$ cat src/inc/fpc_pkg.sv
//Function
//- Gate port read opens gate, returns ones
//- Unlocked gate port write closes gate
//- Internal gate ORed with keyboard gate request
//- Internal gate control off after reset
//- System port bit 1 drives gate
//- One shared gate state, bit 1 reads it
//- Gate port works only when ports enabled
//- Reset port read resets CPU, returns ones
//- Fast reset ORed with keyboard reset request
//- Bit 0 write: delayed 16-cycle reset pulse
//- Reset bit holds until rewritten or reset
//- Disable kills reset port, system port stays
//- Busy clear write drops coprocessor busy latch
//- Coprocessor reset 40 cycles, ready held 50
//- Coprocessor reset ignored when block bit set
//- Fast/slow ports select speed, fast default
//- Speed ports need ports enabled, reads undefined
//- Unlock and lock ports steer configuration access
//- Locked: writes to index..reset ports ignored
//- Ports disabled: lock mechanism itself disabled
//- Port disable bit resets to zero
`default_nettype none
package fpc_pkg;

   localparam logic [7:0] PORT_SYS_CTRL     = 8'h92;
   localparam logic [7:0] PORT_CFG_INDEX    = 8'hEC;
   localparam logic [7:0] PORT_CFG_DATA     = 8'hED;
   localparam logic [7:0] PORT_FAST_GATE    = 8'hEE;
   localparam logic [7:0] PORT_FAST_RESET   = 8'hEF;
   localparam logic [7:0] PORT_BUSY_CLEAR   = 8'hF0;
   localparam logic [7:0] PORT_COPROC_RESET = 8'hF1;
   localparam logic [7:0] PORT_SLOW_SPEED   = 8'hF4;
   localparam logic [7:0] PORT_FAST_SPEED   = 8'hF5;
   localparam logic [7:0] PORT_CFG_LOCK     = 8'hF9;
   localparam logic [7:0] PORT_CFG_UNLOCK   = 8'hFB;

   localparam logic [7:0] IDX_MISC_CONFIG   = 8'h14;
   localparam int         MISC_PORT_DIS_BIT = 7;
   localparam int         MISC_NPX_BLK_BIT  = 6;
   localparam logic [7:0] MISC_RESET        = 8'h11;
   localparam logic [7:0] INDEX_RESET       = 8'h00;
   localparam int         SYS_GATE_BIT      = 1;
   localparam int         SYS_RESET_BIT     = 0;
   localparam logic [5:0] SYS_ONES          = 6'h3F;
   localparam logic [7:0] READ_ONES         = 8'hFF;

   localparam int CLK_PERIOD_NS       = 40;
   localparam int CPU_RST_DELAY_PS    = 6720000;
   localparam int CPU_RST_DELAY_CYC   =
      (CPU_RST_DELAY_PS + CLK_PERIOD_NS * 1000 - 1) / (CLK_PERIOD_NS * 1000);
   localparam int CPU_RST_WIDTH_CYC   = 16;
   localparam int NPX_RST_WIDTH_CYC   = 40;
   localparam int NPX_READY_HOLD_CYC  = 50;

endpackage : fpc_pkg
`default_nettype wire

$ cat src/core/fpc_top.sv
`timescale 1ns/1ns
`default_nettype none
module fpc_top
(
   input  wire logic       clk,
   input  wire logic       srst,
   input  wire logic [7:0] io_addr,
   input  wire logic       io_rd,
   input  wire logic       io_wr,
   input  wire logic [7:0] io_wdata,
   input  wire logic       kbc_gate_request,
   input  wire logic       kbc_reset_request_n,
   input  wire logic       coproc_error_in_n,
   output logic [7:0]      io_rdata,
   output logic            io_rdata_valid,
   output logic            a20_gate,
   output logic            cpu_reset_out,
   output logic            coproc_reset_out,
   output logic            cpu_ready_block,
   output logic            cpu_busy_out_n,
   output logic            cpu_operand_request,
   output logic            slow_speed
);
   logic       gate_int;
   logic       sys_reset_bit;
   logic       busy_latch;
   logic       cfg_locked;
   logic [7:0] cfg_index;
   logic [7:0] misc_config_reg;
   logic       special_port_disable;
   logic       coproc_sw_reset_block;

   logic rd_gate;
   logic wr_gate;
   logic rd_reset;
   logic wr_sys;
   logic wr_index;
   logic wr_data;
   logic wr_busy_clr;
   logic wr_npx_rst;
   logic wr_slow;
   logic wr_fast;
   logic wr_lock;
   logic wr_unlock;

   logic cpu_trig;
   logic cpu_busy;
   logic cpu_pulse;
   logic npx_trig;
   logic npx_busy;
   logic npx_pulse;
   logic npx_active;
   logic [7:0] next_rdata;

   assign special_port_disable  = misc_config_reg[fpc_pkg::MISC_PORT_DIS_BIT];
   assign coproc_sw_reset_block = misc_config_reg[fpc_pkg::MISC_NPX_BLK_BIT];

   fpc_io_decode u_decode
   (
      .io_addr     (io_addr),
      .io_rd       (io_rd),
      .io_wr       (io_wr),
      .ports_off   (special_port_disable),
      .cfg_locked  (cfg_locked),
      .rd_gate     (rd_gate),
      .wr_gate     (wr_gate),
      .rd_reset    (rd_reset),
      .wr_sys      (wr_sys),
      .wr_index    (wr_index),
      .wr_data     (wr_data),
      .wr_busy_clr (wr_busy_clr),
      .wr_npx_rst  (wr_npx_rst),
      .wr_slow     (wr_slow),
      .wr_fast     (wr_fast),
      .wr_lock     (wr_lock),
      .wr_unlock   (wr_unlock)
   );

   // Address gate: one state shared by both port mappings
   always_ff @(posedge clk)
   begin
      if (srst)
         gate_int <= 1'b0;
      else if (rd_gate)
         gate_int <= 1'b1;
      else if (wr_gate)
         gate_int <= 1'b0;
      else if (wr_sys)
         gate_int <= io_wdata[fpc_pkg::SYS_GATE_BIT];
   end

   always_ff @(posedge clk)
   begin
      if (srst)
         a20_gate <= 1'b0;
      else
         a20_gate <= gate_int | kbc_gate_request;
   end

   // Reset latch starts the delayed pulse only on a zero-to-one write
   always_ff @(posedge clk)
   begin
      if (srst)
         sys_reset_bit <= 1'b0;
      else if (wr_sys)
         sys_reset_bit <= io_wdata[fpc_pkg::SYS_RESET_BIT];
   end

   assign cpu_trig = rd_reset
                   | (wr_sys & io_wdata[fpc_pkg::SYS_RESET_BIT] & ~sys_reset_bit);

   fpc_pulse_gen
   #(
      .DELAY (fpc_pkg::CPU_RST_DELAY_CYC),
      .WIDTH (fpc_pkg::CPU_RST_WIDTH_CYC),
      .TAIL  (0)
   )
   u_cpu_rst
   (
      .clk    (clk),
      .srst   (srst),
      .trig   (cpu_trig),
      .busy   (cpu_busy),
      .pulse  (cpu_pulse),
      .active ()
   );

   always_ff @(posedge clk)
   begin
      if (srst)
         cpu_reset_out <= 1'b0;
      else
         cpu_reset_out <= cpu_pulse | ~kbc_reset_request_n;
   end

   // Coprocessor busy latch; a new error wins over a clear
   always_ff @(posedge clk)
   begin
      if (srst)
         busy_latch <= 1'b0;
      else if (~coproc_error_in_n)
         busy_latch <= 1'b1;
      else if (wr_busy_clr)
         busy_latch <= 1'b0;
   end

   always_ff @(posedge clk)
   begin
      if (srst)
      begin
         cpu_busy_out_n      <= 1'b1;
         cpu_operand_request <= 1'b0;
      end
      else
      begin
         cpu_busy_out_n      <= ~busy_latch;
         cpu_operand_request <= busy_latch;
      end
   end

   assign npx_trig = wr_npx_rst & ~coproc_sw_reset_block;

   fpc_pulse_gen
   #(
      .DELAY (0),
      .WIDTH (fpc_pkg::NPX_RST_WIDTH_CYC),
      .TAIL  (fpc_pkg::NPX_READY_HOLD_CYC)
   )
   u_npx_rst
   (
      .clk    (clk),
      .srst   (srst),
      .trig   (npx_trig),
      .busy   (npx_busy),
      .pulse  (npx_pulse),
      .active (npx_active)
   );

   always_ff @(posedge clk)
   begin
      if (srst)
      begin
         coproc_reset_out <= 1'b0;
         cpu_ready_block  <= 1'b0;
      end
      else
      begin
         coproc_reset_out <= npx_pulse;
         cpu_ready_block  <= npx_active;
      end
   end

   always_ff @(posedge clk)
   begin
      if (srst)
         slow_speed <= 1'b0;
      else if (wr_slow)
         slow_speed <= 1'b1;
      else if (wr_fast)
         slow_speed <= 1'b0;
   end

   always_ff @(posedge clk)
   begin
      if (srst)
         cfg_locked <= 1'b0;
      else if (wr_unlock)
         cfg_locked <= 1'b0;
      else if (wr_lock)
         cfg_locked <= 1'b1;
   end

   always_ff @(posedge clk)
   begin
      if (srst)
         cfg_index <= fpc_pkg::INDEX_RESET;
      else if (wr_index)
         cfg_index <= io_wdata;
   end

   always_ff @(posedge clk)
   begin
      if (srst)
         misc_config_reg <= fpc_pkg::MISC_RESET;
      else if (wr_data && cfg_index == fpc_pkg::IDX_MISC_CONFIG)
         misc_config_reg <= io_wdata;
   end

   always_comb
   begin
      unique case (io_addr)
         fpc_pkg::PORT_SYS_CTRL:
            next_rdata = {fpc_pkg::SYS_ONES, gate_int, sys_reset_bit};
         fpc_pkg::PORT_CFG_INDEX:
            next_rdata = cfg_index;
         fpc_pkg::PORT_CFG_DATA:
            next_rdata = (cfg_index == fpc_pkg::IDX_MISC_CONFIG) ?
                         misc_config_reg : fpc_pkg::READ_ONES;
         default:
            next_rdata = fpc_pkg::READ_ONES;
      endcase
   end

   always_ff @(posedge clk)
   begin
      if (srst)
      begin
         io_rdata       <= fpc_pkg::READ_ONES;
         io_rdata_valid <= 1'b0;
      end
      else
      begin
         io_rdata_valid <= io_rd;
         if (io_rd)
            io_rdata <= next_rdata;
      end
   end

   // Checks
   logic [7:0] cpu_len;
   logic [7:0] npx_len;
   localparam int CPU_DLY = fpc_pkg::CPU_RST_DELAY_CYC;

   always_ff @(posedge clk)
   begin
      if (srst)
      begin
         cpu_len <= 8'h00;
         npx_len <= 8'h00;
      end
      else
      begin
         cpu_len <= cpu_pulse ? cpu_len + 8'h01 : 8'h00;
         npx_len <= npx_pulse ? npx_len + 8'h01 : 8'h00;
      end
   end
endmodule : fpc_top
`default_nettype wire

$ cat src/core/fpc_io_decode.sv
`timescale 1ns/1ns
`default_nettype none
module fpc_io_decode
(
   input  wire logic [7:0] io_addr,
   input  wire logic       io_rd,
   input  wire logic       io_wr,
   input  wire logic       ports_off,
   input  wire logic       cfg_locked,
   output logic            rd_gate,
   output logic            wr_gate,
   output logic            rd_reset,
   output logic            wr_sys,
   output logic            wr_index,
   output logic            wr_data,
   output logic            wr_busy_clr,
   output logic            wr_npx_rst,
   output logic            wr_slow,
   output logic            wr_fast,
   output logic            wr_lock,
   output logic            wr_unlock
);
   logic on;
   logic wr_ok;

   function automatic logic fpc_hit(input logic [7:0] a, input logic [7:0] p);
      fpc_hit = (a == p);
   endfunction : fpc_hit

   assign on    = ~ports_off;
   // Lock has no force while the special ports are off
   assign wr_ok = io_wr & ~(cfg_locked & on);
   assign rd_gate     = io_rd & on & fpc_hit(io_addr, fpc_pkg::PORT_FAST_GATE);
   assign wr_gate     = wr_ok & on & fpc_hit(io_addr, fpc_pkg::PORT_FAST_GATE);
   assign rd_reset    = io_rd & on & fpc_hit(io_addr, fpc_pkg::PORT_FAST_RESET);
   assign wr_sys      = io_wr & fpc_hit(io_addr, fpc_pkg::PORT_SYS_CTRL);
   assign wr_index    = wr_ok & fpc_hit(io_addr, fpc_pkg::PORT_CFG_INDEX);
   assign wr_data     = wr_ok & fpc_hit(io_addr, fpc_pkg::PORT_CFG_DATA);
   assign wr_busy_clr = io_wr & fpc_hit(io_addr, fpc_pkg::PORT_BUSY_CLEAR);
   assign wr_npx_rst  = io_wr & fpc_hit(io_addr, fpc_pkg::PORT_COPROC_RESET);
   assign wr_slow     = io_wr & on & fpc_hit(io_addr, fpc_pkg::PORT_SLOW_SPEED);
   assign wr_fast     = io_wr & on & fpc_hit(io_addr, fpc_pkg::PORT_FAST_SPEED);
   assign wr_lock     = io_wr & on & fpc_hit(io_addr, fpc_pkg::PORT_CFG_LOCK);
   assign wr_unlock   = io_wr & on & fpc_hit(io_addr, fpc_pkg::PORT_CFG_UNLOCK);
endmodule : fpc_io_decode
`default_nettype wire

$ cat src/core/fpc_pulse_gen.sv
`timescale 1ns/1ns
`default_nettype none
module fpc_pulse_gen
#(
   parameter int DELAY = 0,
   parameter int WIDTH = 1,
   parameter int TAIL  = 0
)
(
   input  wire logic clk,
   input  wire logic srst,
   input  wire logic trig,
   output logic      busy,
   output logic      pulse,
   output logic      active
);
   typedef enum logic [1:0] {FPC_IDLE, FPC_WAIT, FPC_PULSE, FPC_TAIL} fpc_pg_state_t;
   fpc_pg_state_t state;
   logic [7:0]    cnt;

   assign busy = (state != FPC_IDLE);

   // Triggers while a sequence runs are dropped
   always_ff @(posedge clk)
   begin
      if (srst)
      begin
         state  <= FPC_IDLE;
         cnt    <= 8'h00;
         pulse  <= 1'b0;
         active <= 1'b0;
      end
      else
      begin
         unique case (state)
            FPC_IDLE:
               if (trig)
               begin
                  if (DELAY > 0)
                  begin
                     state <= FPC_WAIT;
                     cnt   <= 8'(DELAY - 1);
                  end
                  else
                  begin
                     state  <= FPC_PULSE;
                     cnt    <= 8'(WIDTH - 1);
                     pulse  <= 1'b1;
                     active <= 1'b1;
                  end
               end
            FPC_WAIT:
               if (cnt == 8'h00)
               begin
                  state  <= FPC_PULSE;
                  cnt    <= 8'(WIDTH - 1);
                  pulse  <= 1'b1;
                  active <= 1'b1;
               end
               else
                  cnt <= cnt - 8'h01;
            FPC_PULSE:
               if (cnt == 8'h00)
               begin
                  pulse <= 1'b0;
                  if (TAIL > 0)
                  begin
                     state <= FPC_TAIL;
                     cnt   <= 8'(TAIL - 1);
                  end
                  else
                  begin
                     state  <= FPC_IDLE;
                     active <= 1'b0;
                  end
               end
               else
                  cnt <= cnt - 8'h01;
            FPC_TAIL:
               if (cnt == 8'h00)
               begin
                  state  <= FPC_IDLE;
                  active <= 1'b0;
               end
               else
                  cnt <= cnt - 8'h01;
         endcase
      end
   end
endmodule : fpc_pulse_gen
`default_nettype wire

$ cat config.mk
export PLATFORM = sky130hd
export DESIGN_NAME = fpc_top
export DESIGN_NICKNAME = d
export VERILOG_FILES = /design/src/inc/fpc_pkg.sv /design/src/core/fpc_top.sv /design/src/core/fpc_io_decode.sv /design/src/core/fpc_pulse_gen.sv
export SDC_FILE = /design/constraint.sdc
export NUM_CORES = 1
export LEC_CHECK = 0
export BUFFER_PORTS_ARGS = -buffer_cell sky130_fd_sc_hd__buf_4
export CORE_MARGIN = 10
export CORE_UTILIZATION = 45
export DETAILED_ROUTE_END_ITERATION = 8
export PLACE_DENSITY_LB_ADDON = 0.08
export REMOVE_ABC_BUFFERS = 1
export SLEW_MARGIN = 20
export SYNTH_ARGS = -nofsm -noshare
export SYNTH_HDL_FRONTEND = slang
export SYNTH_HIERARCHICAL = 1
export SYNTH_SLANG_ARGS = --single-unit
$ cat constraint.sdc
create_clock -name clk -period 5.6 [get_ports clk]
set_input_delay 0.56 -clock clk [delete_from_list [all_inputs] [get_ports clk]]
set_output_delay 0.56 -clock clk [all_outputs]
set_load 0.02 [all_outputs]
==> results by group <==
Global route
  – Largest net degree at the start of global routing: 50
  – Total GRT Usage: 0.1395
  – GR peak layer: met2
  – Vias in the first global route: 2,491
  – Total gr overflow: 0
  – Initial antenna violation count: 0
  – Global-route met2 utilization: 0.2271
  – Met1 Use GR: 0.1713
  – First-pass GRT wire length: 11,800 microns
  – Met3 Use GR: 0.04697

Worst setup path
  – Reg2reg setup slack: 3530 ps
  – FF-to-FF path depth: 8
  – Setup crit start: io_addr[1]
  – Worst path required time: 5870 ps
  – CP peak stage delay: 540 ps
  – Worst setup EP type: flip-flop
  – Crit path to: u_npx_rst/cnt[3]
  – Worst-path maximum fanout: 10
  – Critical path class: in -> reg
  – Startpoint types: primary input
  – Critical R2R Launch: misc_config_reg[7]
  – CP cell instances: buf_4 -> nand2b_1 -> or4b_1 -> nor2_1 -> nor2b_1 -> nor3_1 -> a41o_1 -> or4_1 -> a21oi_1
  – RR Endpoint: u_cpu_rst/cnt[4]
  – Max stage delay cell, worst path: or4b_1
  – Worst endpoint data arrival time: 3070 ps

Final layout
  – Area Growth Syn to Fin: 18.30%
  – Layout cell share with drive strength beyond 1: 0.2252
  – Final Util: 0.5535
  – Fin nets: 395
  – Antenna Cells: 0
  – Final non-filler cell area: 0.003535 sq mm

Drt
  – Drt total wl: 7012 microns
  – Wirelength per Cell: 15.58 microns
  – Iter 0 DRT Violations: 162
  – DRC violations left: 0
  – Final ANT Viol Nets: 0
  – Vias/cell: 5.667
  – DRT Pass-1 Iters: 4
  – Via Count: 2,550

Pwr
  – Peak supply drop: 351.7 uV
  – Pwr dens: 258.0 mW/mm^2
  – Leak pwr: 1.373 nW

Clock network
  – CTS sink cnt: 59
  – Worst skew pair latency: 340 ps
  – CTS resizes: 0
  – H-tree depth: 3
  – CTS tree: yes
  – Hold buffer count at CTS: 0
  – Inserted Clock Buffers: 9
  – Worst-path clk slew: 70 ps
  – Post-CTS Setup Bufs: 0
  – Clock Tree Root: clkbuf_8
  – Clock buffer depth: 2

Timing
  – Max Fclk: 357.4 MHz
  – Final period util: 0.4996
  – Final Skew: 7.189 ps
  – Post-layout minimum cycle time: 2798 ps
  – Setup TNS: 0 ps
  – Max-slew violations: 0
  – Final setup viols: 0
  – RSZ-0062 raised after global routing: no
  – Slew HR: 0.5664
  – Final Hold Fails: 0
  – Worst slew pin tran: 649.1 ps

Place
  – Post-place instance area: 0.003319 sq mm
  – Post-DP HPWL: 5050 microns
  – Routability cong.: 0.8405
  – Number of port buffers: 38

Yosys
  – Yosys warns: 6
  – Post-Synthesis Cells: 331
  – Syn Area/Cell: 9.027 sq um
  – Mapped cell area: 0.002988 sq mm

Floorplan
  – Die X: 101.5 microns
  – Starting Density: 0.4679
  – Core Footprint: 0.006386 sq mm
  – Die area: 0.01030 sq mm
  – Standard-cell rows: 29
  – Die height: 101.5 microns
  – IO Pins: 39

Run status
  – Status: completed

Hold path
  – Hold wc startpoint: coproc_error_in_n
  – HP Class: in -> reg

Flow run
  – Max_cap viols: 0
==> where the power goes <==
group / internal (mW) / switching (mW)
sequential: 0.424 / 0.00307
combinational: 0.0245 / 0.0362
clock: 0.258 / 0.166
total: 0.707 / 0.205
==> critical path: cells and delay by family <==
family | cells | cell delay (ps)
AND/OR/NAND/NOR | 6 | 1870
AO/OA/AOI/OAI | 2 | 480
buffers and inverters | 1 | 130
==> layout make-up <==
type | count | area (sq um)
multi-input combinational | 242 | 1682
sequential | 59 | 1181
inverter | 18 | 67.56
clock inverter | 5 | 77.57
tap | 77 | 96.34
fill | 595 | 2851
clock buffer | 10 | 137.6
timing repair buffer | 39 | 292.8
==> metrics by stage <==
step | cells | total power [mW] | hold WS [ps] | setup slack, ps
after floorplan | 319 | 0.4633 | 425.7 | 2767
after global placement | 435 | 0.4965 | 446.7 | 2546
after detailed placement | 435 | 0.4967 | 449.2 | 2476
after CTS | 450 | 0.9239 | 373.9 | 2836
after global routing | 450 | 0.9430 | 383.7 | 2636
final | 450 | 0.9119 | 394.6 | 2802
==> worst min path at each step <==
stage	end	slack (ps)	cells after the start
floorplan	u_npx_rst/active	430	2
global placement	u_npx_rst/active	450	2
detailed placement	u_npx_rst/active	450	2
CTS	busy_latch	370	2
global route	busy_latch	380	2
finish	busy_latch	390	2
==> placed cells by master, fill, tap and decap left out, drive strengths merged, types with 2 or more instances in the layout <==
| cell | instances |
|---|---|
| dfxtp | 59 |
| nor2 | 44 |
| buf | 39 |
| mux2i | 19 |
| nand2 | 19 |
| inv | 17 |
| a21oi | 16 |
| nor3 | 15 |
| o21ai | 15 |
| clkbuf | 10 |
| nand3b | 7 |
| or4 | 7 |
| nor2b | 6 |
| o31ai | 6 |
| or2 | 6 |
| nor4 | 6 |
| a221oi | 5 |
| a31oi | 5 |
| or3 | 5 |
| nand3 | 5 |
| nand2b | 4 |
| xor2 | 4 |
| a311oi | 4 |
| a211oi | 4 |
| nand4 | 3 |
| a41oi | 3 |
| ha | 3 |
| nor4b | 3 |
| clkinv | 3 |
| bufinv | 2 |
| o41ai | 2 |
| a2111oi | 2 |
| or3b | 2 |
| nor3b | 2 |
==> routing by layer <==
layer / share of wire / vias up / wire [microns]
met3: 0.056 / 7 / 395
met2: 0.48 / 53 / 3331
li1: - / 1304 / -
met5: 0 / - / 0
met4: 0.010 / 0 / 70
met1: 0.46 / 1186 / 3216
Note: power is estimated with default switching activity, not from simulation.
